$ cat src/logic/flash_host_defs.svh
// constants for the parallel flash host controller
// Behaviour
// RQ1 - three read modes: array, identifier, status
// RQ2 - array read after power-up and wake
// RQ3 - read: select, drive low; powerdown, strobe high
// RQ4 - output drive high floats data pins
// RQ5 - select high means standby, pins float
// RQ6 - deselect mid-operation still completes operation
// RQ7 - powerdown low deselects, floats, powers off
// RQ8 - no valid data before wake-to-data delay
// RQ9 - wake sets array mode, status 80h
// RQ10 - powerdown low aborts erase or program
// RQ11 - wait wake-to-write delay before command writes
// RQ12 - erase, program need high program supply
// RQ13 - identifier voltage on bit nine gives codes
// RQ14 - after 90h, address zero/one give codes
// RQ15 - identifier command works without high supply
// RQ16 - read modes work at either supply
// RQ17 - command latch unaddressed, feeds write automaton
// RQ18 - commands govern status; alteration needs supply
// RQ19 - boot block needs unlock high voltage
// RQ20 - powerdown pin follows system reset
// RQ21 - command captured at strobe rising edge
// RQ22 - FFh selects array read mode
// RQ23 - 70h selects status read until changed
// RQ24 - synchronous sampling, strobe edges, decoded enables
`ifndef FLASH_HOST_DEFS_SVH
`define FLASH_HOST_DEFS_SVH

// ----------------------------------------
// software register offsets
// ----------------------------------------
`define CTRL_OFS        8'h00
`define ADDR_OFS        8'h04
`define CMD_OFS         8'h08
`define READ_OFS        8'h0c
`define STAT_OFS        8'h10
`define DATA_OFS        8'h14

// ----------------------------------------
// control field positions
// ----------------------------------------
`define CTRL_PD_BIT     0
`define CTRL_VPP_BIT    1
`define CTRL_ID_BIT     2
`define CTRL_UNLOCK_BIT 3
`define CTRL_RST        4'h0

// ----------------------------------------
// status field positions
// ----------------------------------------
`define STAT_BUSY_BIT   0
`define STAT_WDATA_BIT  1
`define STAT_WWRITE_BIT 2
`define STAT_REFUSE_BIT 3
`define STAT_BLOCK_BIT  4
`define STAT_MODE_LSB   8
`define STAT_DATA_LSB   16

// ----------------------------------------
// flash command codes
// ----------------------------------------
`define CMD_READ_ARRAY   8'hff
`define CMD_IDENT        8'h90
`define CMD_READ_STATUS  8'h70
`define CMD_ERASE_SETUP  8'h20
`define CMD_PROG_SETUP   8'h40

// ----------------------------------------
// timing
// ----------------------------------------
`define CLK_MHZ          250
`define WAKE_DATA_NS     600
`define WAKE_WRITE_NS    600
`define ACCESS_NS        150
`define WE_PULSE_NS      50
`define WE_HOLD_NS       20
`define NS_TO_CYC(ns)    (((ns) * `CLK_MHZ + 999) / 1000)
`define WAKE_DATA_CYC    `NS_TO_CYC(`WAKE_DATA_NS)
`define WAKE_WRITE_CYC   `NS_TO_CYC(`WAKE_WRITE_NS)
`define ACCESS_CYC       `NS_TO_CYC(`ACCESS_NS)
`define WE_PULSE_CYC     `NS_TO_CYC(`WE_PULSE_NS)
`define WE_HOLD_CYC      `NS_TO_CYC(`WE_HOLD_NS)

`endif

$ cat src/logic/flash_host_pkg.sv
// types shared by the flash host controller
`default_nettype none
package flash_host_pkg;

	// ----------------------------------------
	// pins toward the flash
	// ----------------------------------------
	typedef struct packed {
		logic        chip_select_n;
		logic        output_drive_n;
		logic        write_strobe_n;
		logic        powerdown_reset_n;
		logic [16:0] address;
		logic [7:0]  data_pins;
		logic        data_pins_oe_n;
		logic        program_supply_high;
		logic        identifier_high_voltage;
		logic        unlock_high_voltage;
	} flash_pins_t;

	typedef enum logic [1:0] {
		MODE_ARRAY  = 2'h0,
		MODE_IDENT  = 2'h1,
		MODE_STATUS = 2'h2
	} read_mode_t;

	typedef enum logic [4:0] {
		ST_IDLE    = 5'h01,
		ST_WAKE    = 5'h02,
		ST_READ    = 5'h04,
		ST_WR_LOW  = 5'h08,
		ST_WR_HIGH = 5'h10
	} host_state_t;

endpackage
`default_nettype wire

$ cat src/logic/flash_host_ctrl.sv
// host controller driving a byte-wide parallel flash through its pins
`timescale 1ns/1ps
`default_nettype none
`include "flash_host_defs.svh"
module flash_host_ctrl
(
	input  wire logic                       clk_i,
	input  wire logic                       resetn_i,
	input  wire logic                       clk_en_i,
	input  wire logic [7:0]                 reg_addr_i,
	input  wire logic [31:0]                reg_wdata_i,
	input  wire logic                       reg_wr_i,
	input  wire logic                       reg_rd_i,
	output logic [31:0]                     reg_rdata_o,
	input  wire logic [7:0]                 data_pins_i,
	output var flash_host_pkg::flash_pins_t pins_o
);
	import flash_host_pkg::*;

	// ----------------------------------------
	// reset release
	// ----------------------------------------
	logic rst_meta;
	logic rst_n;

	always_ff @(posedge clk_i or negedge resetn_i)
	begin
		if (!resetn_i)
		begin
			rst_meta <= 1'b0;
			rst_n    <= 1'b0;
		end
		else
		begin
			rst_meta <= 1'b1;
			rst_n    <= rst_meta;
		end
	end

	// ----------------------------------------
	// decode helpers
	// ----------------------------------------
	function automatic logic is_alter(input logic [7:0] cmd);
		is_alter = (cmd == `CMD_ERASE_SETUP) || (cmd == `CMD_PROG_SETUP);
	endfunction

	function automatic read_mode_t mode_after(input read_mode_t cur, input logic [7:0] cmd);
		mode_after = cur;
		if (cmd == `CMD_READ_ARRAY)
			mode_after = MODE_ARRAY;
		else if (cmd == `CMD_IDENT)
			mode_after = MODE_IDENT;
		else if ((cmd == `CMD_READ_STATUS) || is_alter(cmd))
			mode_after = MODE_STATUS;
	endfunction

	// ----------------------------------------
	// timers: wake-to-data, wake-to-write, bus phase
	// ----------------------------------------
	localparam logic [11:0] WAKE_DATA_CYC  = 12'(`WAKE_DATA_CYC);
	localparam logic [11:0] WAKE_WRITE_CYC = 12'(`WAKE_WRITE_CYC);
	localparam logic [11:0] ACCESS_CYC     = 12'(`ACCESS_CYC);
	localparam logic [11:0] WE_PULSE_CYC   = 12'(`WE_PULSE_CYC);
	localparam logic [11:0] WE_HOLD_CYC    = 12'(`WE_HOLD_CYC);

	logic [1:0]  wake_done;
	logic [11:0] wake_val [2];
	logic        phase_load;
	logic [11:0] phase_val;
	logic        phase_done;

	assign wake_val[0] = WAKE_DATA_CYC;
	assign wake_val[1] = WAKE_WRITE_CYC;

	genvar gi;
	generate
		for (gi = 0; gi < 2; gi++)
		begin : g_wake
			cycle_timer u_wake
			(
				.clk_i      (clk_i),
				.rst_n_i    (rst_n),
				.en_i       (clk_en_i),
				.load_i     (!pins_o.powerdown_reset_n), // RQ8 RQ11
				.load_val_i (wake_val[gi]),
				.done_o     (wake_done[gi])
			);
		end
	endgenerate

	cycle_timer u_phase
	(
		.clk_i      (clk_i),
		.rst_n_i    (rst_n),
		.en_i       (clk_en_i),
		.load_i     (phase_load),
		.load_val_i (phase_val),
		.done_o     (phase_done)
	);

	// ----------------------------------------
	// controller state
	// ----------------------------------------
	host_state_t state;
	host_state_t next_state;
	logic [3:0]  ctrl;
	logic [3:0]  next_ctrl;
	logic [16:0] addr;
	logic [16:0] next_addr;
	logic [7:0]  wbyte;
	logic [7:0]  next_wbyte;
	logic        op_write;
	logic        next_op_write;
	logic [7:0]  rbyte;
	logic [7:0]  next_rbyte;
	logic        refused;
	logic        next_refused;
	logic        blocked;
	logic        next_blocked;
	read_mode_t  mode;
	read_mode_t  next_mode;
	flash_pins_t next_pins;
	logic [31:0] next_rdata;
	logic [31:0] status_word;
	logic        req_rd;
	logic        req_wr;
	logic        pd_req;

	assign req_wr = reg_wr_i && (reg_addr_i == `CMD_OFS);
	assign req_rd = reg_wr_i && (reg_addr_i == `READ_OFS);
	assign pd_req = (reg_wr_i && (reg_addr_i == `CTRL_OFS)) ? reg_wdata_i[`CTRL_PD_BIT]
	                                                        : ctrl[`CTRL_PD_BIT];

	always_comb
	begin
		next_state    = state;
		next_ctrl     = ctrl;
		next_addr     = addr;
		next_wbyte    = wbyte;
		next_op_write = op_write;
		next_rbyte    = rbyte;
		next_refused  = refused;
		next_blocked  = blocked;
		next_mode     = mode;
		next_pins     = pins_o;
		phase_load    = 1'b0;
		phase_val     = ACCESS_CYC;
		if (reg_wr_i && (reg_addr_i == `CTRL_OFS))
			next_ctrl = reg_wdata_i[3:0];
		if (reg_wr_i && (reg_addr_i == `ADDR_OFS))
			next_addr = reg_wdata_i[16:0];
		if (reg_wr_i && (reg_addr_i == `STAT_OFS))
		begin
			if (reg_wdata_i[`STAT_REFUSE_BIT])
				next_refused = 1'b0;
			if (reg_wdata_i[`STAT_BLOCK_BIT])
				next_blocked = 1'b0;
		end
		next_pins.program_supply_high     = next_ctrl[`CTRL_VPP_BIT];
		next_pins.identifier_high_voltage = next_ctrl[`CTRL_ID_BIT]; // RQ13
		next_pins.unlock_high_voltage     = next_ctrl[`CTRL_UNLOCK_BIT]; // RQ19
		next_pins.powerdown_reset_n       = !pd_req; // RQ20
		case (state)
			ST_IDLE:
			begin
				if ((req_rd || req_wr) && !pd_req)
				begin
					next_op_write = req_wr;
					if (req_wr)
						next_wbyte = reg_wdata_i[7:0];
					next_state = ST_WAKE;
				end
			end
			ST_WAKE:
			begin
				if (op_write && wake_done[1]) // RQ11
				begin
					next_pins.chip_select_n  = 1'b0;
					next_pins.output_drive_n = 1'b1;
					next_pins.write_strobe_n = 1'b0;
					next_pins.address        = addr;
					next_pins.data_pins      = wbyte;
					next_pins.data_pins_oe_n = 1'b0;
					phase_load = 1'b1;
					phase_val  = WE_PULSE_CYC;
					next_state = ST_WR_LOW;
				end
				else if (!op_write && wake_done[0]) // RQ8
				begin
					next_pins.chip_select_n  = 1'b0; // RQ3
					next_pins.output_drive_n = 1'b0;
					next_pins.write_strobe_n = 1'b1;
					next_pins.address        = addr;
					next_pins.data_pins_oe_n = 1'b1;
					phase_load = 1'b1;
					phase_val  = ACCESS_CYC;
					next_state = ST_READ;
				end
			end
			ST_READ:
			begin
				if (phase_done)
				begin
					next_rbyte = data_pins_i;
					next_pins.chip_select_n  = 1'b1;
					next_pins.output_drive_n = 1'b1;
					next_state = ST_IDLE;
				end
			end
			ST_WR_LOW:
			begin
				if (phase_done)
				begin
					next_pins.write_strobe_n = 1'b1; // RQ21
					phase_load = 1'b1;
					phase_val  = WE_HOLD_CYC;
					next_state = ST_WR_HIGH;
				end
			end
			ST_WR_HIGH:
			begin
				if (phase_done)
				begin
					next_pins.chip_select_n  = 1'b1;
					next_pins.data_pins_oe_n = 1'b1;
					next_mode = mode_after(mode, wbyte); // RQ14 RQ22 RQ23
					if (is_alter(wbyte) && !ctrl[`CTRL_VPP_BIT])
						next_blocked = 1'b1;
					next_state = ST_IDLE;
				end
			end
			default:
				next_state = ST_IDLE;
		endcase
		if ((req_rd || req_wr) && ((state != ST_IDLE) || pd_req))
			next_refused = 1'b1;
		if (pd_req)
		begin
			next_state               = ST_IDLE;
			next_mode                = MODE_ARRAY; // RQ2 RQ9
			next_pins.chip_select_n  = 1'b1;
			next_pins.output_drive_n = 1'b1;
			next_pins.write_strobe_n = 1'b1;
			next_pins.data_pins_oe_n = 1'b1;
		end
	end

	always_ff @(posedge clk_i or negedge rst_n)
	begin
		if (!rst_n)
		begin
			state    <= ST_IDLE;
			ctrl     <= `CTRL_RST;
			addr     <= 17'h00000;
			wbyte    <= 8'h00;
			op_write <= 1'b0;
			rbyte    <= 8'h00;
			refused  <= 1'b0;
			blocked  <= 1'b0;
			mode     <= MODE_ARRAY;
			pins_o   <= '{chip_select_n: 1'b1, output_drive_n: 1'b1,
			              write_strobe_n: 1'b1, powerdown_reset_n: 1'b0,
			              address: 17'h00000, data_pins: 8'h00,
			              data_pins_oe_n: 1'b1, program_supply_high: 1'b0,
			              identifier_high_voltage: 1'b0, unlock_high_voltage: 1'b0};
		end
		else if (clk_en_i)
		begin
			state    <= next_state;
			ctrl     <= next_ctrl;
			addr     <= next_addr;
			wbyte    <= next_wbyte;
			op_write <= next_op_write;
			rbyte    <= next_rbyte;
			refused  <= next_refused;
			blocked  <= next_blocked;
			mode     <= next_mode;
			pins_o   <= next_pins;
		end
	end

	// ----------------------------------------
	// register read-back
	// ----------------------------------------
	always_comb
	begin
		status_word = 32'h00000000;
		status_word[`STAT_BUSY_BIT]   = (state != ST_IDLE);
		status_word[`STAT_WDATA_BIT]  = !wake_done[0];
		status_word[`STAT_WWRITE_BIT] = !wake_done[1];
		status_word[`STAT_REFUSE_BIT] = refused;
		status_word[`STAT_BLOCK_BIT]  = blocked;
		status_word[`STAT_MODE_LSB +: 2] = mode; // RQ1
		status_word[`STAT_DATA_LSB +: 8] = rbyte;
		next_rdata = 32'h00000000;
		if (reg_rd_i)
		begin
			case (reg_addr_i)
				`CTRL_OFS: next_rdata = {28'h0000000, ctrl};
				`ADDR_OFS: next_rdata = {15'h0000, addr};
				`STAT_OFS: next_rdata = status_word;
				`DATA_OFS: next_rdata = {24'h000000, rbyte};
				default:   next_rdata = 32'h00000000;
			endcase
		end
	end

	always_ff @(posedge clk_i or negedge rst_n)
	begin
		if (!rst_n)
			reg_rdata_o <= 32'h00000000;
		else if (clk_en_i)
			reg_rdata_o <= next_rdata;
	end
endmodule
`default_nettype wire

$ cat src/logic/cycle_timer.sv
// loadable down-counter for bus phase and wake delays
`timescale 1ns/1ps
`default_nettype none
module cycle_timer
(
	input  wire logic        clk_i,
	input  wire logic        rst_n_i,
	input  wire logic        en_i,
	input  wire logic        load_i,
	input  wire logic [11:0] load_val_i,
	output logic             done_o
);
	logic [11:0] count;
	logic [11:0] next_count;

	always_comb
	begin
		next_count = count;
		if (load_i)
			next_count = load_val_i;
		else if (count != 12'h000)
			next_count = count - 12'h001;
	end

	always_ff @(posedge clk_i or negedge rst_n_i)
	begin
		if (!rst_n_i)
			count <= 12'h000;
		else if (en_i)
			count <= next_count;
	end

	assign done_o = (count == 12'h000);
endmodule
`default_nettype wire

$ cat config.mk
export PLATFORM = sky130hd
export DESIGN_NAME = flash_host_ctrl
export DESIGN_NICKNAME = d
export VERILOG_FILES = /design/src/logic/flash_host_pkg.sv /design/src/logic/flash_host_ctrl.sv /design/src/logic/cycle_timer.sv
export VERILOG_INCLUDE_DIRS = /design/src /design/src/logic
export SDC_FILE = /design/constraint.sdc
export NUM_CORES = 1
export LEC_CHECK = 0
export BUFFER_PORTS_ARGS = -buffer_cell sky130_fd_sc_hd__buf_4
export CORE_MARGIN = 3
export CORE_UTILIZATION = 30
export DETAILED_ROUTE_END_ITERATION = 10
export GPL_TIMING_DRIVEN = 0
export REMOVE_ABC_BUFFERS = 1
export SLEW_MARGIN = 20
export SYNTH_ARGS = -nofsm -noshare
export SYNTH_HDL_FRONTEND = slang
export SYNTH_HIERARCHICAL = 1
export SYNTH_SLANG_ARGS = --single-unit
export TNS_END_PERCENT = 5
$ cat constraint.sdc
create_clock -name clk_i -period 5.4 [get_ports clk_i]
set_input_delay 0.54 -clock clk_i [delete_from_list [all_inputs] [get_ports clk_i]]
set_output_delay 0.54 -clock clk_i [all_outputs]
set_load 0.02 [all_outputs]
==> metrics.yaml <==
status:
  status: "finished clean"
grt:
  grt_max_degree: 85
  antenna_found_initial: 0
  globalRouteOverflowTotal: 0
  grt.total_usage_pct: 14.4
  grt_pass1_vias: 5508
  grt_pass1_wl_mm: 30.0
pwr:
  switchingPower_mw: 0.984
  switching_share_pct: 32.8
  pwr-share-clk_pct: 37.5
  power.leakage_nw: 3.89
  ir_worst_vdd_mv: 0.230
  pwr-share-seq_pct: 44.8
  p_int_mw: 2.01
  p_total_mw: 3.00
  p_comb_share_pct: 17.7
  p_per_area_nw_per_um2: 338
timing:
  hold_viol_final: 0
  min_period_ns: 3.24
  rsz0062_at_grt: "no"
  slew_viol_final: 0
  tns_ns: 0
  timing.final.crit_share_pct: 59.9
  setup_slack_ns: 2.16
  fmax_mhz: 309
  slew_headroom_pct: 40.6
  setup_violations: 0
  fin_skew_ns: 0.0118
  tightest_slew_ns: 0.891
detailed_routing:
  drt_iter0_markers: 333
  drc_errors: 0
  vias: 5530
  wl_per_cell_um: 16.2
  viasPerCell: 4.96
  routed_wl_mm: 18.0
  first_pass_iters: 5
  antenna_left: 0
worst_setup_path:
  required_ns: 5.71
  critPathMaxFanout: 28
  crit_slowest_cell: "nand2_1"
  crit_top_cell: "nand2_1"
  critPathKind: "reg -> reg"
  cp_cell_sequence: "nor4_4 > nand4_1 > inv_1 > mux2_2 > nand2_1 > nand2_1 > nor4b_1 > a31oi_2 > o21ai_1 > a22o_1"
  cp.arrival_ns: 3.55
  cp-start-kind: "flip-flop"
  critical_path.max_stage_delay_ns: 0.61
  path_delay_family: "simple AND/OR/NAND/NOR gates"
  critPathBufInv: 1
  end_kind: "flip-flop"
yosys:
  synth_largest_area_cell: "dfrtp_1"
  synth_top_area_share_pct: 46.6
  synth_edf_count: 0
  postSynthRegisterBits: 139
  yosys_warnings: 6
  avgSynthCellArea_um2: 10.7
  netlist_top_cells_area: "dfrtp_1, mux2_2, nand2_1, inv_1, nor4_4"
  syn_area_um2: 7200
  synth_cell_type_count: 69
  seq_area_frac_synth_pct: 48.4
  synthArstFlopShare_pct: 100
  ys.flop_type: "dfrtp_1"
  synthCells: 671
finish:
  fillers: 2362
  final_nets: 842
  area_growth_pct: 23.1
  layout_commonest_cell: "dfrtp_1"
  fin_area_um2: 8870
  layout_common_cells: "dfrtp_1, buf_4, nand2_1"
  antenna_cells: 0
  drive_gt1_share_pct: 29.4
  postLayoutCoreUtil_pct: 37.7
place:
  pre_cts_ws_ns: 2.16
  gp_congestion: 0.790
  portBuffers: 94
  hpwl_mm: 12.8
  postPlaceCellArea_um2: 8290
cts:
  cts_resized: 0
  ctsLongestPathBuffers: 2
  cts_tree: "yes"
  numClockSinks: 139
  clkTransAtPathRegs_ns: 0.07
  cts_buffers: 17
  clock-root-buffer: "clkbuf_16"
  clkLatencyLatePin_ns: 0.43
  postCtsSetupRepairBufs: 0
  htreeDepth: 4
floorplan:
  die_x_um: 161
  start_util_pct: 30.6
  rows: 56
  ios: 118
  coreArea_um2: 23500
  die_h_um: 161
  die-area_um2: 25900
job:
  cap_violations: 0
worst_hold_path:
  hp-class: "reg -> async"
metrics by stage:
stage	hold WS (ns)	instances
3_3_place_gp	0.323	1079
3_5_place_dp	0.324	1082
2_1_floorplan	0.244	666
4_1_cts	0.321	1115
6_report	0.338	1115
5_1_grt	0.324	1115
final cells by class:
type	instances	area, um^2	share of cell area (%)
Sequential cell	139	3490	39.3
Timing Repair Buffer	98	791	8.92
Tap cell	319	399	4.50
Inverter	46	173	1.95
Clock buffer	18	439	4.95
Clock inverter	14	128	1.44
Multi-Input combinational cell	481	3450	38.9
final timing paths:
| check | to | cells after the start | slack (ns) | start |
|---|---|---|---|---|
| worst max-delay path | u_phase/count[4] | 10 | 2.16 | g_wake[1].u_wake/count[7] |
| worst min-delay path | addr[13] | 0 | 0.34 | rst_n |
| worst max register to register | u_phase/count[4] | 10 | 2.16 | g_wake[1].u_wake/count[7] |
| min in group clk_i | addr[9] | 2 | 0.34 | reg_wdata_i[9] |
| worst min register to register | addr[13] | 0 | 0.34 | rst_n |
| max in group asynchronous | state[0] | 2 | 4.04 | rst_n |
power groups by stage:
stage               Clock (mW)  Combinational (mW)  Sequential, mW
floorplan                    0               0.376            1.34
global placement             0               0.500            1.37
detailed placement           0               0.533            1.36
CTS                       1.15               0.533            1.34
global route              1.19               0.607            1.37
finish                    1.13               0.530            1.34
registers in the layout, summed over array words and instances (netlist names), 5 cells and up:
register,count
pins_o,31
g_wake.u_wake/count,24
reg_rdata_o,24
addr,17
u_phase/count,12
rbyte,8
wbyte,8
state,5
synth_stat cells (all sizes together) (16+ instances only):
library cell,n
nor3,25
nand3,20
dfrtp,134
nor4,18
o21ai,46
inv,46
clkbuf,20
nor2,16
o22ai,25
buf,26
mux2,63
nand2,63
routing by layer:
| layer | track usage [%] | up-vias | wire length, um |
|---|---|---|---|
| li1 | - | 2669 | - |
| met1 | 19.2 | 2687 | 8280 |
| met2 | 22.0 | 151 | 8120 |
| met3 | 5.08 | 23 | 1320 |
| met4 | 4.50 | 0 | 330 |
| met5 | 0 | - | 0 |
what timing repair did:
item	in CTS	in global routing
hold buffers	1	0
setup endpoints to repair	0	0
endpoints found under the hold margin	2	0
cell families after synthesis:
group,after synthesis,synth area share [%]
AND/OR/NAND/NOR,199,17.4
multiplexers,64,10.4
other,2,0.104
adder cells (fa/ha/maj),6,1.04
buffers and inverters,92,5.84
AO/OA/AOI/OAI,165,16.4
XOR/XNOR,4,0.487
flip-flops,139,48.4
(Power assumes the default switching activity.)
